`src/hw/plr_defines.vh`:
```
`ifndef PLR_DEFINES_VH
`define PLR_DEFINES_VH

// ----------------------------------------
// Register offsets
// ----------------------------------------
`define PLR_OFS_CTRL 4'h0
`define PLR_OFS_RIDE 4'h1
`define PLR_OFS_BLOCK 4'h2
`define PLR_OFS_RECOV 4'h3
`define PLR_OFS_UVLVL 4'h4
`define PLR_OFS_STATUS 4'h5
`define PLR_OFS_IRQ_STAT 4'h6
`define PLR_OFS_IRQ_MASK 4'h7

// ----------------------------------------
// Field positions
// ----------------------------------------
`define PLR_CTRL_MODE_LSB 0
`define PLR_CTRL_FCLR_BIT 4
`define PLR_IRQ_LOSS_BIT 0
`define PLR_IRQ_RESTART_BIT 1
`define PLR_IRQ_FAULT_BIT 2

// ----------------------------------------
// Reset values and limits (times in 0.1 s)
// ----------------------------------------
`define PLR_MODE_RST 2'h0
`define PLR_MODE_MAX 2'h2
`define PLR_RIDE_RST 6'h01
`define PLR_RIDE_MAX 6'h14
`define PLR_BLOCK_RST 6'h01
`define PLR_BLOCK_MIN 6'h01
`define PLR_BLOCK_MAX 6'h32
`define PLR_RECOV_RST 6'h03
`define PLR_RECOV_MAX 6'h32
`define PLR_UV_RST_V 190
`define PLR_UV_MIN_V 150
`define PLR_UV_MAX_V 210

// ----------------------------------------
// Timing
// ----------------------------------------
`define PLR_CLK_NS 10
`define PLR_TICK_NS 1000000
`define PLR_TICK_CYCLES (`PLR_TICK_NS / `PLR_CLK_NS)
`define PLR_DIP_MS 15
`define PLR_MS_PER_UNIT 13'h0064

`endif

```
`src/hw/plr_sync.v`:
```
`timescale 1ns/100ps
module plr_sync #(
  parameter WIDTH = 2
) (
  // Clock and reset
  input wire clk,
  input wire arst_n,
  // Asynchronous inputs and clean result
  input wire [WIDTH-1:0] async_in,
  output reg [WIDTH-1:0] sync_out
);

reg [WIDTH-1:0] s1_q;
reg [WIDTH-1:0] s2_q;
reg [WIDTH-1:0] s3_q;
integer i;

// ----------------------------------------
// Three stages; a change counts once stages two and three agree
// ----------------------------------------
always @(posedge clk or negedge arst_n) begin
  if (!arst_n) begin
    s1_q <= {WIDTH{1'b0}};
    s2_q <= {WIDTH{1'b0}};
    s3_q <= {WIDTH{1'b0}};
    sync_out <= {WIDTH{1'b0}};
  end else begin
    s1_q <= async_in;
    s2_q <= s1_q;
    s3_q <= s2_q;
    for (i = 0; i < WIDTH; i = i + 1) begin
      if (s2_q[i] == s3_q[i]) begin
        sync_out[i] <= s3_q[i];
      end
    end
  end
end

endmodule // plr_sync

```
`src/hw/plr_tick.v`:
```
`timescale 1ns/100ps
module plr_tick #(
  parameter CYCLES = 100000
) (
  // Clock and reset
  input wire clk,
  input wire arst_n,
  // One-cycle enable every CYCLES clocks
  output reg tick
);

localparam [19:0] LAST = CYCLES - 1;

reg [19:0] cnt_q;

always @(posedge clk or negedge arst_n) begin
  if (!arst_n) begin
    cnt_q <= 20'h00000;
    tick <= 1'b0;
  end else if (cnt_q == LAST) begin
    cnt_q <= 20'h00000;
    tick <= 1'b1;
  end else begin
    cnt_q <= cnt_q + 20'h00001;
    tick <= 1'b0;
  end
end

endmodule // plr_tick

```
`src/hw/plr_ctrl.v`:
```
`timescale 1ns/100ps
`include "plr_defines.vh"
module plr_ctrl #(
  parameter TICK_CYCLES = `PLR_TICK_CYCLES,
  parameter HV_CLASS = 0,
  parameter VW = 10,
  parameter SCALE_W = 8
) (
  // Clock and reset
  input wire clk,
  input wire arst_n,
  // Register port
  input wire [3:0] reg_addr,
  input wire [15:0] reg_wdata,
  input wire reg_wr,
  input wire reg_rd,
  output reg [15:0] reg_rdata_q,
  // Supply and drive inputs
  input wire [VW-1:0] bus_volt,
  input wire ctrl_power_ok,
  input wire run_cmd,
  input wire drive_err,
  // Drive outputs
  output reg output_block_q,
  output reg [SCALE_W-1:0] volt_scale_q,
  output reg bus_undervoltage_q,
  output reg bus_undervoltage_fault_q,
  output reg err_out_q,
  output reg irq_q
);

// ----------------------------------------
// States
// ----------------------------------------
localparam [2:0] ST_IDLE = 3'h0;
localparam [2:0] ST_RUN = 3'h1;
localparam [2:0] ST_LOSS = 3'h2;
localparam [2:0] ST_BLOCK = 3'h3;
localparam [2:0] ST_RAMP = 3'h4;
localparam [2:0] ST_FAULT = 3'h5;

localparam [VW-1:0] UV_MUL = (HV_CLASS != 0) ? 2 : 1;
localparam [VW-1:0] UV_RST = `PLR_UV_RST_V * UV_MUL;
localparam [VW-1:0] UV_MIN = `PLR_UV_MIN_V * UV_MUL;
localparam [VW-1:0] UV_MAX = `PLR_UV_MAX_V * UV_MUL;
localparam [12:0] DIP_MS = `PLR_DIP_MS;
localparam [SCALE_W-1:0] SCALE_MAX = {SCALE_W{1'b1}};

// Setting in 0.1 s units to milliseconds
function [12:0] to_ms;
  input [5:0] units;
  begin
    to_ms = {7'h00, units} * `PLR_MS_PER_UNIT;
  end
endfunction

function [5:0] clamp6;
  input [5:0] v;
  input [5:0] lo;
  input [5:0] hi;
  begin
    clamp6 = (v < lo) ? lo : ((v > hi) ? hi : v);
  end
endfunction

// ----------------------------------------
// Input conditioning and ms timebase
// ----------------------------------------
wire [1:0] pins_s;
wire ms_tick;
wire ctrl_ok_s = pins_s[0];
wire run_s = pins_s[1];

plr_sync #(
  .WIDTH(2)
) u_sync (
  .clk(clk),
  .arst_n(arst_n),
  .async_in({run_cmd, ctrl_power_ok}),
  .sync_out(pins_s)
);

// The timebase free-runs, so any timer may see its first tick
// up to one ms early; outage limits are minimums, block and ramp may end up to one ms short.
plr_tick #(
  .CYCLES(TICK_CYCLES)
) u_tick (
  .clk(clk),
  .arst_n(arst_n),
  .tick(ms_tick)
);

// ----------------------------------------
// Registers
// ----------------------------------------
reg [1:0] mode_q;
reg [5:0] ride_q;
reg [5:0] block_q;
reg [5:0] recov_q;
reg [VW-1:0] uvlvl_q;
reg [2:0] irq_stat_q;
reg [2:0] irq_mask_q;
reg fault_clr_q;
reg [2:0] state_q;
reg [2:0] state_d;
reg [12:0] outage_ms_q;
reg [12:0] block_ms_q;
reg [12:0] acc_q;
reg ev_loss;
reg ev_restart;
reg ev_fault;

wire bus_uv = bus_volt < uvlvl_q;
wire [12:0] ride_ms = to_ms(ride_q);
wire [12:0] block_min_ms = to_ms(block_q);
wire [12:0] recov_ms = to_ms(recov_q);
wire wr_ctrl = reg_wr && (reg_addr == `PLR_OFS_CTRL);
// Masking follows the next state so the first loss cycle
// already hides drive errors from the error output.
wire recovering = (state_d == ST_LOSS) || (state_d == ST_BLOCK) || (state_d == ST_RAMP);

always @(posedge clk or negedge arst_n) begin
  if (!arst_n) begin
    mode_q <= `PLR_MODE_RST;
    ride_q <= `PLR_RIDE_RST;
    block_q <= `PLR_BLOCK_RST;
    recov_q <= `PLR_RECOV_RST;
    uvlvl_q <= UV_RST;
    irq_mask_q <= 3'h0;
    fault_clr_q <= 1'b0;
  end else begin
    fault_clr_q <= wr_ctrl && reg_wdata[`PLR_CTRL_FCLR_BIT];
    if (reg_wr) begin
      case (reg_addr)
        `PLR_OFS_CTRL: begin
          // Out-of-range modes are ignored, leaving the previous one
          if (reg_wdata[`PLR_CTRL_MODE_LSB +: 2] <= `PLR_MODE_MAX) begin
            mode_q <= reg_wdata[`PLR_CTRL_MODE_LSB +: 2];
          end
        end
        `PLR_OFS_RIDE: begin
          ride_q <= clamp6(reg_wdata[5:0] | {6{|reg_wdata[15:6]}}, 6'h00,
                           `PLR_RIDE_MAX);
        end
        `PLR_OFS_BLOCK: begin
          block_q <= clamp6(reg_wdata[5:0] | {6{|reg_wdata[15:6]}}, `PLR_BLOCK_MIN,
                            `PLR_BLOCK_MAX);
        end
        `PLR_OFS_RECOV: begin
          recov_q <= clamp6(reg_wdata[5:0] | {6{|reg_wdata[15:6]}}, 6'h00,
                            `PLR_RECOV_MAX);
        end
        `PLR_OFS_UVLVL: begin
          if (reg_wdata < {{(16-VW){1'b0}}, UV_MIN}) begin
            uvlvl_q <= UV_MIN;
          end else if (reg_wdata > {{(16-VW){1'b0}}, UV_MAX}) begin
            uvlvl_q <= UV_MAX;
          end else begin
            uvlvl_q <= reg_wdata[VW-1:0];
          end
        end
        `PLR_OFS_IRQ_MASK: begin
          irq_mask_q <= reg_wdata[2:0];
        end
        default: begin
        end
      endcase
    end
  end
end

// ----------------------------------------
// Sequencer
// ----------------------------------------
always @* begin
  state_d = state_q;
  ev_loss = 1'b0;
  ev_restart = 1'b0;
  ev_fault = 1'b0;
  case (state_q)
    ST_IDLE: begin
      if (run_s && ctrl_ok_s && !bus_uv) begin
        state_d = ST_RUN;
      end
    end
    ST_RUN, ST_RAMP: begin
      if (bus_uv) begin
        state_d = ST_LOSS;
        ev_loss = 1'b1;
      end else if (!run_s) begin
        state_d = ST_IDLE;
      end else if (state_q == ST_RAMP && volt_scale_q == SCALE_MAX) begin
        state_d = ST_RUN;
      end
    end
    ST_LOSS: begin
      if (mode_q == 2'h0 && outage_ms_q > DIP_MS) begin
        state_d = ST_FAULT;
        ev_fault = 1'b1;
      end else if (mode_q == 2'h1 && outage_ms_q > ride_ms) begin
        state_d = ST_FAULT;
        ev_fault = 1'b1;
      end else if (mode_q == 2'h2 && !ctrl_ok_s) begin
        state_d = ST_IDLE;
      end else if (!bus_uv) begin
        state_d = ST_BLOCK;
      end
    end
    ST_BLOCK: begin
      if (bus_uv) begin
        state_d = ST_LOSS;
      end else if (!run_s) begin
        state_d = ST_IDLE;
      end else if (block_ms_q >= block_min_ms) begin
        state_d = ST_RAMP;
        ev_restart = 1'b1;
      end
    end
    ST_FAULT: begin
      if (fault_clr_q) begin
        state_d = ST_IDLE;
      end
    end
    default: begin
      state_d = ST_IDLE;
    end
  endcase
end

always @(posedge clk or negedge arst_n) begin
  if (!arst_n) begin
    state_q <= ST_IDLE;
    outage_ms_q <= 13'h0000;
    block_ms_q <= 13'h0000;
  end else begin
    state_q <= state_d;
    // Outage time restarts on each fresh drop below the threshold
    if (state_q != ST_LOSS) begin
      outage_ms_q <= 13'h0000;
    end else if (ms_tick && outage_ms_q != 13'h1fff) begin
      outage_ms_q <= outage_ms_q + 13'h0001;
    end
    // Block time runs from the first drop until the restart
    if (state_q != ST_LOSS && state_q != ST_BLOCK) begin
      block_ms_q <= 13'h0000;
    end else if (ms_tick && block_ms_q != 13'h1fff) begin
      block_ms_q <= block_ms_q + 13'h0001;
    end
  end
end

// ----------------------------------------
// Voltage recovery ramp
// ----------------------------------------
// Bresenham stepping: SCALE_MAX steps spread over recov_ms ticks,
// so no divider is needed for any recovery time.
always @(posedge clk or negedge arst_n) begin
  if (!arst_n) begin
    volt_scale_q <= {SCALE_W{1'b0}};
    acc_q <= 13'h0000;
  end else if (state_q == ST_RUN) begin
    volt_scale_q <= SCALE_MAX;
    acc_q <= 13'h0000;
  end else if (state_q != ST_RAMP) begin
    volt_scale_q <= {SCALE_W{1'b0}};
    acc_q <= 13'h0000;
  end else if (recov_ms == 13'h0000) begin
    volt_scale_q <= SCALE_MAX;
  end else if (acc_q >= recov_ms && volt_scale_q != SCALE_MAX) begin
    volt_scale_q <= volt_scale_q + {{(SCALE_W-1){1'b0}}, 1'b1};
    acc_q <= acc_q - recov_ms;
  end else if (ms_tick) begin
    acc_q <= acc_q + {{(13-SCALE_W){1'b0}}, SCALE_MAX};
  end
end

// ----------------------------------------
// Outputs and interrupts
// ----------------------------------------
wire [2:0] ev_vec = {ev_fault, ev_restart, ev_loss};
wire irq_clr_wr = reg_wr && (reg_addr == `PLR_OFS_IRQ_STAT);
wire [2:0] irq_clr = irq_clr_wr ? reg_wdata[2:0] : 3'h0;

always @(posedge clk or negedge arst_n) begin
  if (!arst_n) begin
    output_block_q <= 1'b1;
    bus_undervoltage_q <= 1'b0;
    bus_undervoltage_fault_q <= 1'b0;
    err_out_q <= 1'b0;
    irq_stat_q <= 3'h0;
    irq_q <= 1'b0;
  end else begin
    output_block_q <= (state_d != ST_RUN) && (state_d != ST_RAMP);
    bus_undervoltage_q <= bus_uv;
    bus_undervoltage_fault_q <= (state_d == ST_FAULT);
    err_out_q <= (state_d == ST_FAULT) || (drive_err && !recovering);
    // A new event wins over a clear in the same cycle
    irq_stat_q <= (irq_stat_q & ~irq_clr) | ev_vec;
    irq_q <= |(((irq_stat_q & ~irq_clr) | ev_vec) & irq_mask_q);
  end
end

// ----------------------------------------
// Read port
// ----------------------------------------
always @(posedge clk or negedge arst_n) begin
  if (!arst_n) begin
    reg_rdata_q <= 16'h0000;
  end else if (reg_rd) begin
    case (reg_addr)
      `PLR_OFS_CTRL: reg_rdata_q <= {14'h0000, mode_q};
      `PLR_OFS_RIDE: reg_rdata_q <= {10'h000, ride_q};
      `PLR_OFS_BLOCK: reg_rdata_q <= {10'h000, block_q};
      `PLR_OFS_RECOV: reg_rdata_q <= {10'h000, recov_q};
      `PLR_OFS_UVLVL: reg_rdata_q <= {{(16-VW){1'b0}}, uvlvl_q};
      `PLR_OFS_STATUS: begin
        reg_rdata_q <= {8'h00, output_block_q, bus_undervoltage_fault_q,
                        bus_uv, ctrl_ok_s, run_s, state_q};
      end
      `PLR_OFS_IRQ_STAT: reg_rdata_q <= {13'h0000, irq_stat_q};
      `PLR_OFS_IRQ_MASK: reg_rdata_q <= {13'h0000, irq_mask_q};
      default: reg_rdata_q <= 16'h0000;
    endcase
  end else begin
    reg_rdata_q <= 16'h0000;
  end
end

endmodule // plr_ctrl

```
`config.mk`:
```
export PLATFORM = sky130hd
export DESIGN_NAME = plr_ctrl
export DESIGN_NICKNAME = d
export VERILOG_FILES = /design/src/hw/plr_sync.v /design/src/hw/plr_tick.v /design/src/hw/plr_ctrl.v
export VERILOG_INCLUDE_DIRS = /design/src /design/src/hw
export SDC_FILE = /design/constraint.sdc
export NUM_CORES = 1
export LEC_CHECK = 0
export ABC_AREA = 1
export BUFFER_PORTS_ARGS = -buffer_cell sky130_fd_sc_hd__buf_2
export CELL_PAD_IN_SITES_DETAIL_PLACEMENT = 1
export CELL_PAD_IN_SITES_GLOBAL_PLACEMENT = 1
export CORE_MARGIN = 2
export CORE_UTILIZATION = 42
export DETAILED_ROUTE_END_ITERATION = 8
export PLACE_DENSITY = 0.82
export SLEW_MARGIN = 5
export SYNTH_ARGS = -nofsm -noshare
export SYNTH_HDL_FRONTEND = slang
export SYNTH_HIERARCHICAL = 1
export SYNTH_SLANG_ARGS = --single-unit
export TNS_END_PERCENT = 5
```
`constraint.sdc`:
```
create_clock -name clk -period 3.55 [get_ports clk]
set_input_delay 0.71 -clock clk [delete_from_list [all_inputs] [get_ports clk]]
set_output_delay 0.71 -clock clk [all_outputs]
set_load 0.005 [all_outputs]
```
==> flow_summary.toml <==
[synth]
yosysWarnings = 6
syn_area_um2 = 9840
synth_cells = 1302
synthFlopType = "dfrtp_1"
synthArstFlopShare_pct = 100
yosys.area.top_type_share_pct = 30.5
yosys_register_bits = 131
synth_top_area_cell = "dfrtp_1"
synth_edf_count = 0
ys_types = 53
ys_seq_area_share_pct = 33.5
synth_common_cells = "nand2_1, inv_1, nor2_1, dfrtp_1, ha_1"
synth_area_leaders = "dfrtp_1, ha_1, nand2_1, inv_1, nor2_1"
yosysMostFrequentCell = "nand2_1"
syn-mean-instance-area_um2 = 7.56

[floorplanning]
ioPinCount = 66
fp.dieArea_um2 = 24700
die_w_um = 157
num_rows = 56
fp.coreArea_um2 = 23300
initial_utilization_pct = 42.3
die_y_um = 157

[clock_network]
ctsHoldBuffers = 0
clk_pin_slew_ns = 0.07
worstSkewPairLatency_ns = 0.44
cts_num_sinks = 131
cts_tree = "yes"
cts-root-buf = "clkbuf_16"
cts_buffers = 17
cts_max_level = 4
clockBufferDepth = 2

[final_layout]
syn2layout_area_growth_pct = 26.2
final_cells = 1779
drive_above_1_share_pct = 21.5
fill_cells = 2898
nNetsFinal = 1605
postLayoutCoreUtil_pct = 53.4

[setup_path]
critPathMaxFanout = 3
crit_path_start = "ride_q[1]"
regToRegSetupSlack_ns = -0.23
crit_path_end_kind = "flop"
worst_ep_arrival_time_ns = 4.14
worstPathRequired_ns = 3.91
crit_path_start_kind = "flop"
reg2reg_from = "ride_q[1]"
crit_type = "reg -> reg"

[timing]
hold_violations = 0
max_freq_mhz = 264
grt_setup_unrepaired = "true"
period_needed_ns = 3.78
setup_viol = 29
worstMarginPinSlew_ns = 0.743
slew_headroom_pct = 50.5
skew_ns = 0.00805
fin_ws_ns = -0.231
post-route-period-util_pct = 107
fin_setup_tns_ns = -4.36
drv_slew = 0

[global_route]
first_global_vias = 10500
grt_use_total_pct = 28.0
antenna_found_initial = 2
grt-ovfl-total = 0
grt_max_degree = 73
grt_pass1_wl_um = 54000

[status]
status = "finished with violations"
violations = "setup timing"

[hold_path]
hp-class = "in -> async"

[routing]
drt_iter0_markers = 673
viasPerCell = 5.50
ant_nets = 0
via_count = 9777
drc_errors = 0
routedWlPerCell_um = 19.7
drt_first_pass_iters = 5
wirelength_um = 35000

[placement]
pre_cts_slack_ns = -0.466
dpl.cell_count = 1734
port-buffer-count = 59
routabilityCongestion = 0.887
place.detailed.hpwl_um = 24500

[power_and_ir_drop]
vdd_drop_max_uv = 338
p_leak_nw = 6.15
power.density_nw_per_um2 = 507

[flow_run]
maxCapViolations = 0
==> cell type report <==
cell class | count | area (µm²) | share of cell area, %
Antenna cell | 1 | 2.50 | 0.0201
Clock buffer | 18 | 439 | 3.54
Clock inverter | 14 | 191 | 1.54
Inverter | 184 | 698 | 5.62
Multi-Input combinational cell | 977 | 6490 | 52.3
Sequential cell | 131 | 3290 | 26.5
Tap cell | 319 | 399 | 3.21
Timing Repair Buffer | 135 | 905 | 7.28
==> through the flow <==
stage,total power [mW],instance area (µm²),hold slack (ns)
floorplan,2.96,9910,0.331
global placement,3.66,11000,0.333
detailed placement,3.79,11000,0.336
CTS,6.00,12000,0.337
global route,6.61,12400,0.334
finish,6.29,12400,0.283
==> power breakdown <==
group | switching [mW] | internal (mW)
combinational | 1.44 | 1.13
sequential | 0.141 | 1.62
clock | 0.802 | 1.15
==> kinds of logic (layout without fill, tap and decap cells) <==
family	Yosys count	in the layout	share of synthesized area [%]
AND/OR/NAND/NOR	635	635	28.6
XOR/XNOR	48	48	4.27
adder cells (fa/ha/maj)	122	122	15.8
buffers and inverters	199	351	8.24
AO/OA/AOI/OAI	166	166	9.55
other	1	7	0.0381
flip-flops	131	131	33.5
==> worst paths after layout <==
check,depth (start not counted),end
max,23,output_block_q
min,1,acc_q[11]
max reg2reg,23,output_block_q
min reg2reg,0,u_sync/s2_q[1]
max in group asynchronous,2,block_q[0]
min in group clk,0,u_sync/s2_q[1]
==> layout by cell type, fill, tap and decap left out, drive strengths merged, types with 14 or more instances in the layout <==
cell type,n
a21oi,57
buf,135
clkbuf,18
dfrtp,120
ha,118
inv,190
nand2,317
nand3,96
nand4,25
nor2,155
nor3,25
o21ai,65
xnor2,14
xor2,34
==> metal layers <==
layer  track usage, %  share of wire (%)  up-vias
met5                0                  0        -
met4             13.0                3.8        0
met3             4.10                4.0      102
met2             49.9                 52      286
met1             33.4                 40     4847
li1                 -                  -     4542
==> timing repair <==
item	4_1_cts	5_1_grt
gates resized for setup	65	53
setup buffers	3	8
cloned	0	1
endpoints found under the setup margin	30	30
pin swaps	21	34
==> worst max-delay path: stages, from the launching register on <==
cell,delay [ns]
dfrtp_1,0.43
buf_6,0.15
ha_4,0.16
ha_4,0.26
ha_4,0.20
fa_2,0.41
a21oi_2,0.17
o21ai_2,0.09
a21o_1,0.17
a21oi_2,0.14
xor2_1,0.09
ha_1,0.29
nand2_1,0.07
inv_2,0.10
nand2_4,0.07
inv_2,0.06
nand4_1,0.15
nand3_4,0.17
nand2_4,0.07
nand2_4,0.10
nand2_4,0.06
nor2_4,0.13
nor2_2,0.05
nor2_1,0.12
==> sequential cells by signal, indices dropped and copies added (netlist names), 2 cells and up <==
| signal | flops |
|---|---|
| reg_rdata_q | 10 |
| u_sync/s2_q | 2 |
| recov_q | 6 |
| irq_stat_q | 3 |
| block_q | 6 |
| u_sync/s3_q | 2 |
| u_sync/s1_q | 2 |
| uvlvl_q | 10 |
| volt_scale_q | 8 |
| u_sync/sync_out | 2 |
| acc_q | 13 |
| state_q | 3 |
| outage_ms_q | 13 |
| block_ms_q | 13 |
| irq_mask_q | 3 |
| ride_q | 6 |
| mode_q | 2 |
| u_tick/cnt_q | 20 |
(Power assumes the default switching activity.)
